File: src/hdl/dmad_cfg.svh
// constants for the data-move / arithmetic opcode decoder
// assumes inclusion by every design file except the package, which uses none of these constants
`ifndef DMAD_CFG_SVH
`define DMAD_CFG_SVH
`define DMAD_OP_SEG_LOAD 8'h8e
`define DMAD_OP_SEG_STORE 8'h8c
`define DMAD_OP_TABLE 8'hd7
`define DMAD_OP_EADDR 8'h8d
`define DMAD_OP_LFP_DSEG 8'hc5
`define DMAD_OP_LFP_XSEG 8'hc4
`define DMAD_OP_FLG_TO_ACC 8'h9f
`define DMAD_OP_ACC_TO_FLG 8'h9e
`define DMAD_OP_PFX_CS 8'h2e
`define DMAD_OP_PFX_SS 8'h36
`define DMAD_OP_PFX_DSEG 8'h3e
`define DMAD_OP_PFX_XSEG 8'h26
`define DMAD_OP_UADJ_ADD 8'h37
`define DMAD_OP_PADJ_ADD 8'h27
`define DMAD_OP_UADJ_SUB 8'h3f
`define DMAD_OP_PADJ_SUB 8'h2f
`define DMAD_GRP1_TOP 6'h20
`define DMAD_GRP3_TOP 7'h7b
`define DMAD_ADD_TOP 6'h00
`define DMAD_ADC_TOP 6'h04
`define DMAD_SUB_TOP 6'h0a
`define DMAD_SUBB_TOP 6'h06
`define DMAD_ADDI_TOP 7'h02
`define DMAD_ADCI_TOP 7'h0a
`define DMAD_SUBI_TOP 7'h16
`define DMAD_SUBBI_TOP 7'h0e
`define DMAD_SUBF_ADD 3'h0
`define DMAD_SUBF_ADC 3'h2
`define DMAD_SUBF_SUBB 3'h3
`define DMAD_SUBF_SUB 3'h5
`define DMAD_SUBF_NEGATE 3'h3
`define DMAD_MOD_REG 2'h3
`define DMAD_CLK_2 6'h02
`define DMAD_CLK_3 6'h03
`define DMAD_CLK_4 6'h04
`define DMAD_CLK_6 6'h06
`define DMAD_CLK_7 6'h07
`define DMAD_CLK_8 6'h08
`define DMAD_CLK_10 6'h0a
`define DMAD_CLK_13 6'h0d
`define DMAD_CLK_15 6'h0f
`define DMAD_CLK_16 6'h10
`define DMAD_CLK_26 6'h1a
`endif

File: src/hdl/dmad_pkg.sv
// types for the data-move / arithmetic opcode decoder
// needs no include file; uses none of the dmad_cfg.svh constants
`default_nettype none
package dmad_pkg;
  typedef enum logic [4:0] {
    DMAD_NONE = 5'h00, DMAD_SEG_LOAD, DMAD_SEG_STORE, DMAD_TABLE, DMAD_EADDR,
    DMAD_LFP_DATA, DMAD_LFP_EXTRA, DMAD_FLG_TO_ACC, DMAD_ACC_TO_FLG, DMAD_PREFIX,
    DMAD_ADD, DMAD_ADC, DMAD_SUB, DMAD_SUBB, DMAD_NEGATE,
    DMAD_UADJ_ADD, DMAD_PADJ_ADD, DMAD_UADJ_SUB, DMAD_PADJ_SUB
  } dmad_op_t;
  typedef enum logic [1:0] {
    DMAD_SEG_EXTRA = 2'h0, DMAD_SEG_CS = 2'h1, DMAD_SEG_SS = 2'h2, DMAD_SEG_DATA = 2'h3
  } dmad_seg_t;
  typedef enum logic [1:0] {
    DMAD_IDLE = 2'h0, DMAD_NEED_MODRM = 2'h1, DMAD_DONE = 2'h3
  } dmad_state_t;
  // operand form; carry_in set for carry/borrow forms
  typedef struct packed {
    dmad_op_t op;
    logic word;
    logic reg_dest;
    logic sign_ext;
    logic has_imm;
    logic acc_form;
    logic carry_in;
    logic mem;
    logic illegal;
    logic seg_valid;
    dmad_seg_t seg;
    logic [5:0] clocks;
  } dmad_dec_t;
  typedef struct packed {
    logic [7:0] opcode;
    logic [1:0] mode;
    logic [2:0] subf;
    logic [2:0] rm;
  } dmad_insn_t;
  typedef struct packed {
    dmad_state_t st;
    dmad_insn_t insn;
    dmad_dec_t dec;
    logic out_valid;
  } dmad_state_struct_t;
endpackage
`default_nettype wire

File: src/hdl/dmad_opclass.sv
// first-byte classifier: is the opcode known, does it need an addressing byte
// assumes a purely combinational use inside the decoder top
`default_nettype none
`include "dmad_cfg.svh"
module dmad_opclass (
  input wire logic [7:0] opcode,
  output logic known,
  output logic needs_modrm
);
  import dmad_pkg::*;
  always_comb begin
    known = 1'b1;
    needs_modrm = 1'b0;
    if (opcode == `DMAD_OP_SEG_LOAD || opcode == `DMAD_OP_SEG_STORE || opcode == `DMAD_OP_EADDR ||
        opcode == `DMAD_OP_LFP_DSEG || opcode == `DMAD_OP_LFP_XSEG || opcode[7:2] == `DMAD_GRP1_TOP ||
        opcode[7:1] == `DMAD_GRP3_TOP || opcode[7:2] == `DMAD_ADD_TOP || opcode[7:2] == `DMAD_ADC_TOP ||
        opcode[7:2] == `DMAD_SUB_TOP || opcode[7:2] == `DMAD_SUBB_TOP) begin
      needs_modrm = 1'b1;
    end else if (opcode == `DMAD_OP_TABLE || opcode == `DMAD_OP_FLG_TO_ACC || opcode == `DMAD_OP_ACC_TO_FLG ||
        opcode == `DMAD_OP_PFX_CS || opcode == `DMAD_OP_PFX_SS || opcode == `DMAD_OP_PFX_DSEG ||
        opcode == `DMAD_OP_PFX_XSEG || opcode == `DMAD_OP_UADJ_ADD || opcode == `DMAD_OP_PADJ_ADD ||
        opcode == `DMAD_OP_UADJ_SUB || opcode == `DMAD_OP_PADJ_SUB || opcode[7:1] == `DMAD_ADDI_TOP ||
        opcode[7:1] == `DMAD_ADCI_TOP || opcode[7:1] == `DMAD_SUBI_TOP || opcode[7:1] == `DMAD_SUBBI_TOP) begin
      needs_modrm = 1'b0;
    end else begin
      known = 1'b0;
    end
  end
endmodule
`default_nettype wire

File: src/hdl/dmad_clocks.sv
// picks register or memory clock count from the addressing mode
// assumes both counts are already constants of the caller
`default_nettype none
`include "dmad_cfg.svh"
module dmad_clocks (
  input wire logic [1:0] mode,
  input wire logic [5:0] reg_clk,
  input wire logic [5:0] mem_clk,
  output logic [5:0] clocks,
  output logic mem
);
  assign mem = (mode != `DMAD_MOD_REG);
  assign clocks = mem ? mem_clk : reg_clk;
endmodule
`default_nettype wire

File: src/hdl/dmad_decoder.sv
// data-move / arithmetic opcode decoder, fed byte by byte from the prefetch queue
// assumes bytes arrive with valid/ready and the datapath takes one result per ready
`default_nettype none
`include "dmad_cfg.svh"
module dmad_decoder (
  input wire logic sys_clk,
  input wire logic srst,
  input wire logic [7:0] byte_data,
  input wire logic byte_valid,
  output logic byte_ready,
  output dmad_pkg::dmad_dec_t dec,
  output logic dec_valid,
  input wire logic dec_ready
);
  import dmad_pkg::*;

  // ----------------------------------------
  // state
  // ----------------------------------------
  dmad_state_struct_t s_q, s_d;
  logic first_known, first_modrm;
  logic [5:0] arith_clk, arith_mem_clk, grp_clk;
  logic arith_mem, grp_mem;
  logic [7:0] op_now;
  logic [1:0] mode_now;
  logic [2:0] subf_now;
  logic take;

  // a second byte is decoded against the held opcode
  assign op_now = s_q.insn.opcode;
  assign mode_now = byte_data[7:6];
  assign subf_now = byte_data[5:3];
  assign take = byte_valid & byte_ready;
  // result must drain before the next opcode enters
  assign byte_ready = (s_q.st != DMAD_DONE);
  assign dec = s_q.dec;
  assign dec_valid = s_q.out_valid;

  dmad_opclass u_class (
    .opcode(byte_data),
    .known(first_known),
    .needs_modrm(first_modrm)
  );

  dmad_clocks u_arith (
    .mode(mode_now),
    .reg_clk(arith_clk),
    .mem_clk(arith_mem_clk),
    .clocks(grp_clk),
    .mem(grp_mem)
  );
  assign arith_mem = grp_mem;

  // ----------------------------------------
  // helpers
  // ----------------------------------------
  function automatic dmad_dec_t blank();
    dmad_dec_t d;
    d = '0;
    d.op = DMAD_NONE;
    d.seg = DMAD_SEG_DATA;
    return d;
  endfunction

  function automatic dmad_op_t arith_of(input logic [2:0] sf);
    dmad_op_t o;
    case (sf)
      `DMAD_SUBF_ADD: o = DMAD_ADD;
      `DMAD_SUBF_ADC: o = DMAD_ADC;
      `DMAD_SUBF_SUBB: o = DMAD_SUBB;
      `DMAD_SUBF_SUB: o = DMAD_SUB;
      default: o = DMAD_NONE;
    endcase
    return o;
  endfunction

  // counts that depend on the held opcode
  always_comb begin
    arith_clk = `DMAD_CLK_3;
    arith_mem_clk = `DMAD_CLK_10;
    case (op_now)
      `DMAD_OP_SEG_LOAD: begin
        arith_clk = `DMAD_CLK_2;
        arith_mem_clk = `DMAD_CLK_13;
      end
      `DMAD_OP_SEG_STORE: begin
        arith_clk = `DMAD_CLK_2;
        arith_mem_clk = `DMAD_CLK_15;
      end
      `DMAD_OP_EADDR: begin
        arith_clk = `DMAD_CLK_6;
        arith_mem_clk = `DMAD_CLK_6;
      end
      `DMAD_OP_LFP_DSEG, `DMAD_OP_LFP_XSEG: begin
        arith_clk = `DMAD_CLK_26;
        arith_mem_clk = `DMAD_CLK_26;
      end
      default: begin
        if (op_now[7:2] == `DMAD_GRP1_TOP) begin
          arith_clk = `DMAD_CLK_4;
          arith_mem_clk = `DMAD_CLK_16;
        end
      end
    endcase
  end

  // ----------------------------------------
  // next state
  // ----------------------------------------
  always_comb begin
    s_d = s_q;
    if (s_q.out_valid && dec_ready) begin
      s_d.out_valid = 1'b0;
      s_d.st = DMAD_IDLE;
    end
    case (s_q.st)
      DMAD_IDLE: begin
        if (take) begin
          s_d.insn.opcode = byte_data;
          s_d.dec = blank();
          s_d.dec.word = byte_data[0];
          if (!first_known) begin
            s_d.dec.illegal = 1'b1;
            s_d.st = DMAD_DONE;
            s_d.out_valid = 1'b1;
          end else if (first_modrm) begin
            s_d.st = DMAD_NEED_MODRM;
          end else begin
            s_d.st = DMAD_DONE;
            s_d.out_valid = 1'b1;
            case (byte_data)
              `DMAD_OP_TABLE: begin
                s_d.dec.op = DMAD_TABLE;
                s_d.dec.word = 1'b0;
                s_d.dec.clocks = `DMAD_CLK_15;
              end
              `DMAD_OP_FLG_TO_ACC: begin
                s_d.dec.op = DMAD_FLG_TO_ACC;
                s_d.dec.clocks = `DMAD_CLK_2;
              end
              `DMAD_OP_ACC_TO_FLG: begin
                s_d.dec.op = DMAD_ACC_TO_FLG;
                s_d.dec.clocks = `DMAD_CLK_3;
              end
              `DMAD_OP_PFX_CS, `DMAD_OP_PFX_SS, `DMAD_OP_PFX_DSEG, `DMAD_OP_PFX_XSEG: begin
                s_d.dec.op = DMAD_PREFIX;
                s_d.dec.seg_valid = 1'b1;
                s_d.dec.seg = dmad_seg_t'(byte_data[4:3]);
                s_d.dec.clocks = `DMAD_CLK_2;
              end
              `DMAD_OP_UADJ_ADD: begin
                s_d.dec.op = DMAD_UADJ_ADD;
                s_d.dec.clocks = `DMAD_CLK_8;
              end
              `DMAD_OP_PADJ_ADD: begin
                s_d.dec.op = DMAD_PADJ_ADD;
                s_d.dec.word = 1'b0;
                s_d.dec.clocks = `DMAD_CLK_4;
              end
              `DMAD_OP_UADJ_SUB: begin
                s_d.dec.op = DMAD_UADJ_SUB;
                s_d.dec.clocks = `DMAD_CLK_7;
              end
              `DMAD_OP_PADJ_SUB: begin
                s_d.dec.op = DMAD_PADJ_SUB;
                s_d.dec.word = 1'b0;
                s_d.dec.clocks = `DMAD_CLK_4;
              end
              default: begin
                s_d.dec.acc_form = 1'b1;
                s_d.dec.has_imm = 1'b1;
                s_d.dec.clocks = byte_data[0] ? `DMAD_CLK_4 : `DMAD_CLK_3;
                case (byte_data[7:1])
                  `DMAD_ADDI_TOP: s_d.dec.op = DMAD_ADD;
                  `DMAD_ADCI_TOP: begin
                    s_d.dec.op = DMAD_ADC;
                    s_d.dec.carry_in = 1'b1;
                  end
                  `DMAD_SUBI_TOP: s_d.dec.op = DMAD_SUB;
                  `DMAD_SUBBI_TOP: begin
                    s_d.dec.op = DMAD_SUBB;
                    s_d.dec.carry_in = 1'b1;
                  end
                  default: s_d.dec.illegal = 1'b1;
                endcase
              end
            endcase
          end
        end
      end
      DMAD_NEED_MODRM: begin
        if (take) begin
          s_d.insn.mode = mode_now;
          s_d.insn.subf = subf_now;
          s_d.insn.rm = byte_data[2:0];
          s_d.st = DMAD_DONE;
          s_d.out_valid = 1'b1;
          s_d.dec.mem = arith_mem;
          s_d.dec.clocks = grp_clk;
          case (op_now)
            `DMAD_OP_SEG_LOAD: begin
              s_d.dec.op = DMAD_SEG_LOAD;
              s_d.dec.word = 1'b1;
            end
            `DMAD_OP_SEG_STORE: begin
              s_d.dec.op = DMAD_SEG_STORE;
              s_d.dec.word = 1'b1;
            end
            `DMAD_OP_EADDR: begin
              s_d.dec.op = DMAD_EADDR;
              s_d.dec.word = 1'b1;
              s_d.dec.mem = 1'b0;
            end
            `DMAD_OP_LFP_DSEG: begin
              s_d.dec.op = DMAD_LFP_DATA;
              s_d.dec.word = 1'b1;
              s_d.dec.illegal = (mode_now == `DMAD_MOD_REG);
            end
            `DMAD_OP_LFP_XSEG: begin
              s_d.dec.op = DMAD_LFP_EXTRA;
              s_d.dec.word = 1'b1;
              s_d.dec.illegal = (mode_now == `DMAD_MOD_REG);
            end
            default: begin
              if (op_now[7:2] == `DMAD_GRP1_TOP) begin
                s_d.dec.op = arith_of(subf_now);
                s_d.dec.has_imm = 1'b1;
                s_d.dec.sign_ext = op_now[1];
                s_d.dec.carry_in = (subf_now == `DMAD_SUBF_ADC) || (subf_now == `DMAD_SUBF_SUBB);
                s_d.dec.illegal = (arith_of(subf_now) == DMAD_NONE);
              end else if (op_now[7:1] == `DMAD_GRP3_TOP) begin
                s_d.dec.op = (subf_now == `DMAD_SUBF_NEGATE) ? DMAD_NEGATE : DMAD_NONE;
                s_d.dec.illegal = (subf_now != `DMAD_SUBF_NEGATE);
              end else begin
                s_d.dec.reg_dest = op_now[1];
                case (op_now[7:2])
                  `DMAD_ADD_TOP: s_d.dec.op = DMAD_ADD;
                  `DMAD_ADC_TOP: begin
                    s_d.dec.op = DMAD_ADC;
                    s_d.dec.carry_in = 1'b1;
                  end
                  `DMAD_SUB_TOP: s_d.dec.op = DMAD_SUB;
                  default: begin
                    s_d.dec.op = DMAD_SUBB;
                    s_d.dec.carry_in = 1'b1;
                  end
                endcase
              end
            end
          endcase
        end
      end
      DMAD_DONE: begin
      end
      default: s_d.st = DMAD_IDLE;
    endcase
    if (srst) begin
      s_d = '0;
      s_d.st = DMAD_IDLE;
      s_d.dec = blank();
    end
  end

  always_ff @(posedge sys_clk) begin
    s_q <= s_d;
  end
endmodule
`default_nettype wire

File: config.mk
export PLATFORM = sky130hd
export DESIGN_NAME = dmad_decoder
export DESIGN_NICKNAME = d
export VERILOG_FILES = /design/src/hdl/dmad_pkg.sv /design/src/hdl/dmad_opclass.sv /design/src/hdl/dmad_clocks.sv /design/src/hdl/dmad_decoder.sv
export VERILOG_INCLUDE_DIRS = /design/src /design/src/hdl
export SDC_FILE = /design/constraint.sdc
export NUM_CORES = 1
export LEC_CHECK = 0
export ABC_CLOCK_PERIOD_IN_PS = 2190
export BUFFER_PORTS_ARGS = -buffer_cell sky130_fd_sc_hd__buf_2
export CAP_MARGIN = 20
export CORE_MARGIN = 4
export CORE_UTILIZATION = 45
export DETAILED_ROUTE_END_ITERATION = 10
export GPL_TIMING_DRIVEN = 0
export HOLD_SLACK_MARGIN = 0.02
export PLACE_DENSITY = 0.76
export SYNTH_ARGS = -nofsm -noshare
export SYNTH_HDL_FRONTEND = slang
export SYNTH_SLANG_ARGS = --single-unit
File: constraint.sdc
create_clock -name sys_clk -period 2.19 [get_ports sys_clk]
set_input_delay 0.1095 -clock sys_clk [delete_from_list [all_inputs] [get_ports sys_clk]]
set_output_delay 0.1095 -clock sys_clk [all_outputs]
set_load 0.05 [all_outputs]
==> results of run 1 <==
## routing by layer
layer / part of all wire / global-route usage
met3: 0.072 / 0.0447
met2: 0.46 / 0.352
met5: 0 / 0
met4: 0.013 / 0.0682
met1: 0.46 / 0.301
## cells in the mapped netlist (3+ instances only)
cell type	n
sky130_fd_sc_hd__clkbuf_1	16
sky130_fd_sc_hd__nand4_1	5
sky130_fd_sc_hd__nand3_1	11
sky130_fd_sc_hd__dfxtp_1	32
sky130_fd_sc_hd__a21oi_1	25
sky130_fd_sc_hd__nor2b_1	5
sky130_fd_sc_hd__and3_1	4
sky130_fd_sc_hd__buf_4	22
sky130_fd_sc_hd__o21ai_0	14
sky130_fd_sc_hd__nor2_1	22
sky130_fd_sc_hd__a22oi_1	4
sky130_fd_sc_hd__a211oi_1	3
sky130_fd_sc_hd__nand2b_1	8
sky130_fd_sc_hd__nand2_1	37
sky130_fd_sc_hd__buf_2	7
sky130_fd_sc_hd__a31oi_1	5
sky130_fd_sc_hd__nor3_1	21
sky130_fd_sc_hd__or3_1	4
sky130_fd_sc_hd__nor4_1	5
sky130_fd_sc_hd__a311oi_1	3
sky130_fd_sc_hd__o21bai_1	6
## cell type report
class / count / area share
clock inverters: 1 / 0.00192
multi-input cells: 226 / 0.508
plain buffers: 45 / 0.103
inverters: 1 / 0.00144
repair buffers: 38 / 0.0768
flip-flops and latches: 32 / 0.249
clock buffers: 6 / 0.0279
well taps: 67 / 0.0322
## kinds of logic (layout without fill, tap and decap cells)
group,count (synthesis),in the layout,synth area share
AND/OR/NAND/NOR,142,142,0.338
AO/OA/AOI/OAI,80,80,0.236
buffers and inverters,47,91,0.121
flip-flops,32,32,0.290
XOR/XNOR,2,2,0.00793
other,1,1,0.00170
multiplexers,1,1,0.00453
## registers in the layout, indices dropped and copies added (netlist names)
| name | flops |
|---|---|
| dec | 21 |
| s_q | 2 |
| dec_valid | 1 |
| op_now | 8 |
## worst max-delay path by stage
| stage | to | cells past startpoint | slack, ns |
|---|---|---|---|
| floorplan | dec[20] | 6 | 0.14 |
| global placement | dec[1] | 7 | -0.31 |
| detailed placement | dec[1] | 7 | -0.24 |
| CTS | dec[20] | 6 | 0.01 |
| global route | dec[20] | 6 | -0.02 |
| finish | dec[20] | 6 | 0.03 |
## report_power, final
group / leakage [nW] / switching [mW] / internal, mW
clock network: 0.0410 / 0.219 / 0.216
registers: 0.263 / 0.0322 / 0.620
logic: 0.764 / 0.309 / 0.162
## repair_timing
| action | CTS | global route |
|---|---|---|
| setup buffers | 0 | 4 |
| gates resized for setup | 3 | 11 |
| pin swaps | 0 | 5 |
| endpoints found under the setup margin | 5 | 7 |
## layout by cell type (no fill, tap or decap), types with 2 or more instances in the layout
cell type                   Yosys  layout
sky130_fd_sc_hd__a2111oi_0      2       2
sky130_fd_sc_hd__nor2b_1        5       5
sky130_fd_sc_hd__or3_1          4       3
sky130_fd_sc_hd__clkbuf_1      16      16
sky130_fd_sc_hd__o21ai_0       14      14
sky130_fd_sc_hd__a31oi_1        5       5
sky130_fd_sc_hd__and4b_1        2       2
sky130_fd_sc_hd__a221oi_1       2       2
sky130_fd_sc_hd__a22oi_1        4       4
sky130_fd_sc_hd__nand4_1        5       5
sky130_fd_sc_hd__xor2_1         2       2
sky130_fd_sc_hd__dfxtp_4        0       2
sky130_fd_sc_hd__or4b_2         2       2
sky130_fd_sc_hd__dfxtp_1       32      30
sky130_fd_sc_hd__nor2_1        22      21
sky130_fd_sc_hd__a311oi_1       3       3
sky130_fd_sc_hd__or2_2          2       2
sky130_fd_sc_hd__nand2_1       37      37
sky130_fd_sc_hd__nand2b_1       8       7
sky130_fd_sc_hd__o21bai_1       6       6
sky130_fd_sc_hd__and3_1         4       4
sky130_fd_sc_hd__nand3_1       11      11
sky130_fd_sc_hd__nor4_1         5       5
sky130_fd_sc_hd__o22ai_1        2       2
sky130_fd_sc_hd__or3b_2         2       2
sky130_fd_sc_hd__a21oi_1       25      25
sky130_fd_sc_hd__nor3_1        21      21
sky130_fd_sc_hd__buf_2          7      39
sky130_fd_sc_hd__a211oi_1       3       3
sky130_fd_sc_hd__buf_4         22      26
sky130_fd_sc_hd__nor3b_1        2       2
sky130_fd_sc_hd__and2_1         2       2
sky130_fd_sc_hd__clkbuf_8       0       5
## worst register-to-register path: stages, from the launching register on
cell and delay (ns):
sky130_fd_sc_hd__dfxtp_4 0.35, sky130_fd_sc_hd__or4b_4 0.55, sky130_fd_sc_hd__or3_4 0.34, sky130_fd_sc_hd__buf_6 0.14
sky130_fd_sc_hd__o31a_1 0.30, sky130_fd_sc_hd__a21o_1 0.19, sky130_fd_sc_hd__a311oi_2 0.22
## through the flow
stage                     setup slack (ns)  instances  hold slack, ns  utilization  instance area [µm²]
after detailed placement            -0.244        406           0.367        0.521                 2460
final                               0.0262        416          0.0727        0.552                 2610
after CTS                           0.0146        413          0.0666        0.539                 2540
after floorplan                      0.136        305           0.200            -                 2210
after global placement              -0.314        406           0.375        0.521                 2460
after global routing               -0.0201        416          0.0885        0.552                 2610
==> results.md, run 1 <==
* Fraction of synthesis flops using an asynchronous set or reset pin at 0
* Largest fanout of any net on the critical path at 5
* Std cell rows at 25
* Clock-pin slew of the registers on the worst-case setup and hold paths at 0.07 ns
* Port bufs at 34
* Die ar. at 0.00609 mm²
* Crit-path slowest cell: sky130_fd_sc_hd__or4b_4
* Growth of design area from synthesis to finish at 18.0%
* Capturing element type of the critical path: flop
* FF-to-FF End: dec[20]
* Avg Inst Size Synth at 7.24 µm²
* Synthesis Warnings at 0
* Number of cells produced by synthesis at 305
* Sequential-to-total area share from yosys stat at 0.290
* Summed negative setup slack over all endpoints at 0 ns
* Slowest cell delay on critical path at 0.55 ns
* Peak clock frequency supported by timing at 462 MHz
* Starting utilization of the core area at 0.468
* X dimension of the die at 78.1 µm
* Main area contributors after synthesis: sky130_fd_sc_hd__dfxtp_1 (29%), sky130_fd_sc_hd__buf_4 (7.5%), sky130_fd_sc_hd__nand2_1 (6.3%)
* RSZ-0062 raised after global routing: true
* Fill cells at 496
* CTS Root Buffer Type: sky130_fd_sc_hd__clkbuf_8
* Via density at 5.70
* TritonCTS clock tree: built
* GPL Wtd Cong at 0.992
* Diodes inserted at 0
* Top cell type's share of synthesized area at 0.290
* Worst-case clock buffer depth at 2
* R2r worst-path depth at 6
* Clk_skew at 0.00769 ns
* Start point of the critical path: op_now[4]
* Reg-to-reg startpoint: op_now[4]
* Slack of the worst reg-to-reg path at 0.03 ns
* Pin count of the biggest net entering global routing at 11
* Type of the most critical hold path: input port to flop
* Total half-perimeter wirelength after legalization and detailed placement at 4930 µm
* Seq. cell area at 648 µm²
* Final global-route overflow total at 0
* Die Ht at 78.1 µm
* Required @ worst endpoint at 2.39 ns
* GRT Resource Usage Total at 0.221
* Top_reg_cell synth: sky130_fd_sc_hd__dfxtp_1
* Number of hold violations in the final report at 0
* DRC Markers at 0
* Number of max-slew violations in the final report at 0
* Inserted Clock Buffers at 5
* Number of synthesized flops with an enable pin at 0
* Clock period minus worst slack at 2.16 ns
* Clock latency of the later-clocked register in the worst-skew pair at 0.29 ns
* Power density normalized to cell area at 598 mW/mm²
* Nets in the synthesized netlist at 317
* Tcrit/Tclk final at 0.988
* Total design power at 1.56 mW
* Max transition margin at 0.544
* Core box area at 0.00472 mm²
* Max-cap violations at 0
* VDD IR max at 0.285 mV
* Outcome: completed
* Final Setup Violations at 0
* Vias after detailed routing at 2372
* Initial antenna violation count at 0
* Arrival time worst endpoint at 2.36 ns
* Quantity of hold-fixing buffers added after cts at 0
* Critical path startpoint category: flop
* Sequence of cells on the critical path: or4b_4 -> or3_4 -> buf_6 -> o31a_1 -> a21o_1 -> a311oi_2
* Total number of clock tree sinks at 32
* LEAKAGE at 1.07 nW
* Combined area of the multi-input logic cells at 0.00132 mm²
* Detailed-router iteration count before antenna repair at 5
* Number of stages on the worst hold path at 2
* Cell accounting for the most synthesized area: sky130_fd_sc_hd__dfxtp_1
* CTS H-tree depth at 2
* First DRT Iteration DRCs at 150
* Per-cell routed wire length at 15.9 µm
* Slew of the pin with the lowest slew margin at 0.674 ns
* Hold Path End: dec[16]
* Fraction of final layout cells with drive strength greater than 1 at 0.252
* Count of state elements after synthesis at 32
* Fin nets at 361
* Number of primary I/O pins at 36
* Beginning of the worst hold path: srst
* Vias in the first global route at 2142
* Wirelength, routed at 6600 µm
* Critical path class: flop to flop
* Netlist Area Pre-Place at 0.00221 mm²
* Buffers plus inverters on the worst setup path at 1
* Top cell family by delay on the critical path: simple AND/OR/NAND/NOR gates
* Final antenna-violating net count at 0
* Global-route wire length before repair at 10700 µm
* Synth unique cells at 55
Power figures use the tool's default switching activity.
==> inputs of run 2 (changes only) <==
Settings changed: CORE_UTILIZATION 45 to 40, PLACE_DENSITY 0.76 to 0.7.
==> run 2 against run 1 <==
Register-to-register slack about the same. Clock-buffer cell count unchanged. First-iteration DRC count increased by 23%. Hold slack improved by 0.023 ns. Critical path type unchanged.
==> results.md, run 2 (synthesized netlist as in run 1, its figures left out) <==
* Max transition margin at 0.509 (was 0.544)
* Final antenna-violating net count at 0 (unchanged)
* Number of placed instances, taps included at 409 (was 406)
* FF-to-FF End: dec[20] (unchanged)
* Core box area at 0.00524 mm² (was 0.00472 mm²)
* Number of hold violations in the final report at 0 (unchanged)
* Via density at 5.75 (was 5.70)
* Total number of clock tree sinks at 32 (unchanged)
* Vias after detailed routing at 2411 (was 2372)
* Inserted Clock Buffers at 5 (unchanged)
* Type of the most critical hold path: input port to flop (unchanged)
* Number of max-slew violations in the final report at 0 (unchanged)
* Growth of design area from synthesis to finish at 20.3% (was 18.0%)
* DRC Markers at 0 (unchanged)
* Slew of the pin with the lowest slew margin at 0.730 ns (was 0.674 ns)
* Pin count of the biggest net entering global routing at 11 (unchanged)
* Tcrit/Tclk final at 0.989 (was 0.988)
* Die ar. at 0.00677 mm² (was 0.00609 mm²)
* Cell area after placement at 0.00247 mm² (was 0.00246 mm²)
* Clock latency of the later-clocked register in the worst-skew pair at 0.29 ns (about the same)
* R2r worst-path depth at 6 (unchanged)
* GRT Resource Usage Total at 0.207 (was 0.221)
* Hold Path End: dec[16] (unchanged)
* Most frequent standard cell in the layout excluding fill and tap cells: sky130_fd_sc_hd__buf_2 (unchanged)
* Outcome: completed (unchanged)
* Beginning of the worst hold path: srst (unchanged)
* Port bufs at 34 (unchanged)
* Max-cap violations at 0 (unchanged)
* Clock period minus worst slack at 2.17 ns (was 2.16 ns)
* GPL Wtd Cong at 0.965 (was 0.992)
* RSZ-0062 raised after global routing: true (unchanged)
* Final worst-path setup slack at 0.0234 ns (was 0.0262 ns)
* Non-filler cells, final at 419 (was 416)
* Diodes inserted at 0 (unchanged)
* Wirelength, routed at 6640 µm (was 6600 µm)
* Vias in the first global route at 2120 (was 2142)
* Cell area after layout at 0.00266 mm² (was 0.00261 mm²)
* TritonCTS clock tree: built (unchanged)
* Die Ht at 82.3 µm (was 78.1 µm)
* Starting utilization of the core area at 0.422 (was 0.468)
* CTS Root Buffer Type: sky130_fd_sc_hd__clkbuf_8 (unchanged)
* Arrival time worst endpoint at 2.37 ns (was 2.36 ns)
* LEAKAGE at 1.09 nW (was 1.07 nW)
* Core utilization of the finished layout at 0.507 (was 0.552)
* Per-cell routed wire length at 15.8 µm (was 15.9 µm)
* CTS H-tree depth at 2 (unchanged)
* Clk_skew at 0.00851 ns (was 0.00769 ns)
* Clock-pin slew of the registers on the worst-case setup and hold paths at 0.07 ns (about the same)
* Std cell rows at 26 (was 25)
* Critical path class: flop to flop (unchanged)
* Final global-route overflow total at 0 (unchanged)
* Total half-perimeter wirelength after legalization and detailed placement at 5000 µm (was 4930 µm)
* Reg-to-reg startpoint: op_now[3] (was op_now[4])
* Fin nets at 360 (was 361)
* Initial antenna violation count at 0 (unchanged)
* Capturing element type of the critical path: flop (unchanged)
* First DRT Iteration DRCs at 185 (was 150)
* Final Setup Violations at 0 (unchanged)
* Worst-case clock buffer depth at 2 (unchanged)
* Largest fanout of any net on the critical path at 6 (was 5)
* Critical path startpoint category: flop (unchanged)
* Peak clock frequency supported by timing at 462 MHz (about the same)
* Slack of the worst reg-to-reg path at 0.02 ns (was 0.03 ns)
* Largest register FFs at 21 (unchanged)
* Worst slack, placed at -0.331 ns (was -0.244 ns)
* Summed negative setup slack over all endpoints at 0 ns (unchanged)
* Required @ worst endpoint at 2.40 ns (was 2.39 ns)
* Most frequent cells in the layout: sky130_fd_sc_hd__buf_2 (40), sky130_fd_sc_hd__nand2_1 (37), sky130_fd_sc_hd__dfxtp_1 (28) (was sky130_fd_sc_hd__buf_2 (39), sky130_fd_sc_hd__nand2_1 (37), sky130_fd_sc_hd__dfxtp_1 (30))
* Power density normalized to cell area at 637 mW/mm² (was 598 mW/mm²)
* Global-route wire length before repair at 10600 µm (was 10700 µm)
* VDD IR max at 0.696 mV (was 0.285 mV)
* Fraction of final layout cells with drive strength greater than 1 at 0.269 (was 0.252)
* Number of stages on the worst hold path at 2 (unchanged)
* Number of primary I/O pins at 36 (unchanged)
* Detailed-router iteration count before antenna repair at 4 (was 5)
* X dimension of the die at 82.3 µm (was 78.1 µm)
-- run 2: cell types whose count changed in the layout (fill, tap and decap cells not counted), sizes merged --
cell / before / now
bufinv: 0 / 1
clkbuf: 22 / 21
-- run 2: layout make-up --
type / count / area, µm²
Inverter: 1 / 3.75
Tap cell: 70 / 87.6
Clock inverter: 2 / 35.0
Timing Repair Buffer: 37 / 193
Buffer: 45 / 267
Sequential cell: 32 / 651
Fill cell: 544 / 2580
Clock buffer: 6 / 72.6
Multi-Input combinational cell: 226 / 1350
-- run 2: critical path, stage by stage (launching register included) --
cell and delay (ns):
sky130_fd_sc_hd__dfxtp_4 0.36, sky130_fd_sc_hd__or4b_4 0.54, sky130_fd_sc_hd__or3_4 0.34, sky130_fd_sc_hd__buf_6 0.12, sky130_fd_sc_hd__o31a_1 0.31, sky130_fd_sc_hd__a21o_1 0.19
sky130_fd_sc_hd__a311oi_2 0.23
-- run 2: timing repair --
action,in CTS,in global routing
pin swaps,0,5
gates resized for setup,5,13
endpoints found under the setup margin,5,6
hold endpoints to repair,0,0
hold buffers,0,0
buffers inserted,0,3
-- run 2: how the worst max path moves through the flow --
stage | to | from
5_1_grt | dec[20] | op_now[3]
2_1_floorplan | dec[20] | op_now[3]
4_1_cts | dec[20] | op_now[3]
6_report | dec[20] | op_now[3]
3_3_place_gp | dec[1] | s_q[40]
3_5_place_dp | dec[1] | s_q[40]
-- run 2: where the power goes --
part           internal (mW)  total (mW)  switching [mW]
Clock                  0.338       0.568           0.230
Sequential             0.621       0.654          0.0336
Combinational          0.161       0.470           0.309
-- run 2: per-stage QoR --
step / power [mW] / hold slack [ns]
floorplan: 1.00 / 0.200
global placement: 1.11 / 0.394
detailed placement: 1.11 / 0.393
CTS: 1.68 / 0.0860
global route: 1.77 / 0.0908
finish: 1.69 / 0.0956
-- run 2: layer usage --
layer	share of wire	vias up	GRT usage
met4	0.019	0	0.0880
met2	0.46	97	0.324
met5	0	-	0
met1	0.45	1132	0.277
met3	0.072	10	0.0390
li1	-	1172	-
==> inputs of run 3 (changes only) <==
Settings changed: PLACE_DENSITY 0.7 to 0.68, SKIP_CTS_REPAIR_TIMING set to 1.
==> run 3 against run 2 <==
Cell count unchanged. Register-to-register slack about the same. Fmax decreased by 0.19%. Clock skew about the same. Cell area decreased by 1.3%. Global-route usage about the same. Wire length increased by 1.7%. Hold slack got worse by 0.0051 ns. Critical endpoint unchanged. Sequential power about the same. Setup slack got worse by 0.0042 ns.
==> results.md, run 3 (synthesized netlist as in run 1, its figures left out) <==
* Diodes inserted at 0 (unchanged)
* Growth of design area from synthesis to finish at 18.8% (was 20.3%)
* Die ar. at 0.00677 mm² (unchanged)
* Per-cell routed wire length at 16.1 µm (was 15.8 µm)
* Worst hold slack at 0.0904 ns (was 0.0956 ns)
* Number of primary I/O pins at 36 (unchanged)
* Required @ worst endpoint at 2.39 ns (was 2.40 ns)
* Slowest cell delay on critical path at 0.56 ns (was 0.54 ns)
* Combined area of the multi-input logic cells at 0.00134 mm² (was 0.00135 mm²)
* Final antenna-violating net count at 0 (unchanged)
* Detailed-router iteration count before antenna repair at 5 (was 4)
* Total number of clock tree sinks at 32 (unchanged)
* Clock period minus worst slack at 2.17 ns (about the same)
* Largest fanout of any net on the critical path at 4 (was 6)
* Slew of the pin with the lowest slew margin at 0.740 ns (was 0.730 ns)
* Pin count of the biggest net entering global routing at 11 (unchanged)
* Via density at 5.77 (was 5.75)
* Worst slack, placed at -0.347 ns (was -0.331 ns)
* DRC Markers at 0 (unchanged)
* LEAKAGE at 1.07 nW (was 1.09 nW)
* Core box area at 0.00524 mm² (unchanged)
* Top cell family by delay on the critical path: simple AND/OR/NAND/NOR gates (unchanged)
* Final Setup Violations at 0 (unchanged)
* Most frequent cells in the layout: sky130_fd_sc_hd__buf_2 (40), sky130_fd_sc_hd__nand2_1 (37), sky130_fd_sc_hd__dfxtp_1 (28) (unchanged)
* Wirelength, routed at 6750 µm (was 6640 µm)
* Capturing element type of the critical path: flop (unchanged)
* Die Ht at 82.3 µm (unchanged)
* Max-cap violations at 0 (unchanged)
* Type of the most critical hold path: input port to flop (unchanged)
* Worst-case clock buffer depth at 2 (unchanged)
* Initial antenna violation count at 0 (unchanged)
* Seq. cell area at 651 µm² (unchanged)
* First DRT Iteration DRCs at 155 (was 185)
* Vias in the first global route at 2169 (was 2120)
* CTS H-tree depth at 2 (unchanged)
* GRT Resource Usage Total at 0.207 (about the same)
* Sequence of cells on the critical path: or4b_4 -> or3_4 -> buf_6 -> o31a_1 -> a21o_1 -> a311oi_2 (unchanged)
* Port bufs at 34 (unchanged)
* Buffers plus inverters on the worst setup path at 1 (unchanged)
* Vias after detailed routing at 2416 (was 2411)
* Fin nets at 361 (was 360)
* Clock latency of the later-clocked register in the worst-skew pair at 0.29 ns (about the same)
* GPL Wtd Cong at 0.920 (was 0.965)
* Crit-path slowest cell: sky130_fd_sc_hd__or4b_4 (unchanged)
* Max transition margin at 0.500 (was 0.509)
* Std cell rows at 26 (unchanged)
* Global-route wire length before repair at 10800 µm (was 10600 µm)
* Number of hold violations in the final report at 0 (unchanged)
* Outcome: completed (unchanged)
* Inserted Clock Buffers at 5 (unchanged)
* Number of max-slew violations in the final report at 0 (unchanged)
* Clock-pin slew of the registers on the worst-case setup and hold paths at 0.07 ns (about the same)
* Arrival time worst endpoint at 2.37 ns (about the same)
* Peak clock frequency supported by timing at 461 MHz (was 462 MHz)
* Power density normalized to cell area at 595 mW/mm² (was 637 mW/mm²)
* Critical path startpoint category: flop (unchanged)
* Largest register FFs at 21 (unchanged)
* VDD IR max at 0.338 mV (was 0.696 mV)
* Starting utilization of the core area at 0.422 (unchanged)
* Final global-route overflow total at 0 (unchanged)
* CTS Root Buffer Type: sky130_fd_sc_hd__clkbuf_8 (unchanged)
* Most frequent standard cell in the layout excluding fill and tap cells: sky130_fd_sc_hd__buf_2 (unchanged)
* RSZ-0062 raised after global routing: true (unchanged)
* Critical path class: flop to flop (unchanged)
* Fraction of final layout cells with drive strength greater than 1 at 0.264 (was 0.269)
* Total design power at 1.56 mW (was 1.69 mW)
* Core utilization of the finished layout at 0.501 (was 0.507)
* Clk_skew at 0.00810 ns (was 0.00851 ns)
* Fill cells at 570 (was 544)
* X dimension of the die at 82.3 µm (unchanged)
* TritonCTS clock tree: built (unchanged)
* Final worst-path setup slack at 0.0192 ns (was 0.0234 ns)
* Tcrit/Tclk final at 0.991 (was 0.989)
* Total half-perimeter wirelength after legalization and detailed placement at 5010 µm (was 5000 µm)
[run 3: cell types whose count changed in the layout (fill, tap and decap cells not counted)]
| cell | delta |
|---|---|
| sky130_fd_sc_hd__buf_4 | +1 |
| sky130_fd_sc_hd__bufinv_16 | -1 |
| sky130_fd_sc_hd__nor3_1 | +1 |
| sky130_fd_sc_hd__nor3_2 | -1 |
| sky130_fd_sc_hd__o41ai_1 | +1 |
| sky130_fd_sc_hd__o41ai_2 | -1 |
[run 3: per-layer routing]
metal / routed length, µm / vias to the layer above / global-route usage
li1: - / 1178 / -
met1: 3100 / 1124 / 0.291
met3: 500 / 15 / 0.0390
met2: 3030 / 99 / 0.321
met4: 116 / 0 / 0.0581
met5: 0 / - / 0
[run 3: area by class of cell]
cell class | instances | area share
Buffer | 45 | 0.102
Clock buffer | 6 | 0.0277
Clock inverter | 1 | 0.00191
Inverter | 1 | 0.00143
Multi-Input combinational cell | 226 | 0.510
Sequential cell | 32 | 0.248
Tap cell | 70 | 0.0334
Timing Repair Buffer | 38 | 0.0763
[run 3: per-stage QoR]
| stage | TNS (ns) | std cells | cell area (µm²) |
|---|---|---|---|
| 6_report | 0 | 419 | 2620 |
| 3_5_place_dp | -0.993 | 409 | 2470 |
| 3_3_place_gp | -0.887 | 409 | 2470 |
| 5_1_grt | -0.0516 | 419 | 2620 |
| 4_1_cts | -1.08 | 416 | 2540 |
| 2_1_floorplan | 0 | 305 | 2210 |
[run 3: final timing paths]
check | from | to | slack (ns) | depth (start not counted)
worst max-delay path | op_now[4] | dec[20] | 0.02 | 6
worst min-delay path | srst | dec[16] | 0.09 | 2
worst max register to register | op_now[4] | dec[20] | 0.02 | 6
worst min register to register | dec[14] | dec[14] | 0.46 | 2
[run 3: worst reg2reg max path, delay by kind of cell, from the launching register on]
| kind | cells | cell delay, ns |
|---|---|---|
| simple gates | 2 | 0.90 |
| flops | 1 | 0.35 |
| compound gates | 3 | 0.72 |
| buf+inv | 1 | 0.12 |
[run 3: report_power, final]
group          leakage, nW  internal, mW  total (mW)  switching [mW]
Clock               0.0410         0.216       0.432           0.217
Combinational        0.770         0.162       0.473           0.311
Sequential           0.264         0.621       0.654          0.0330
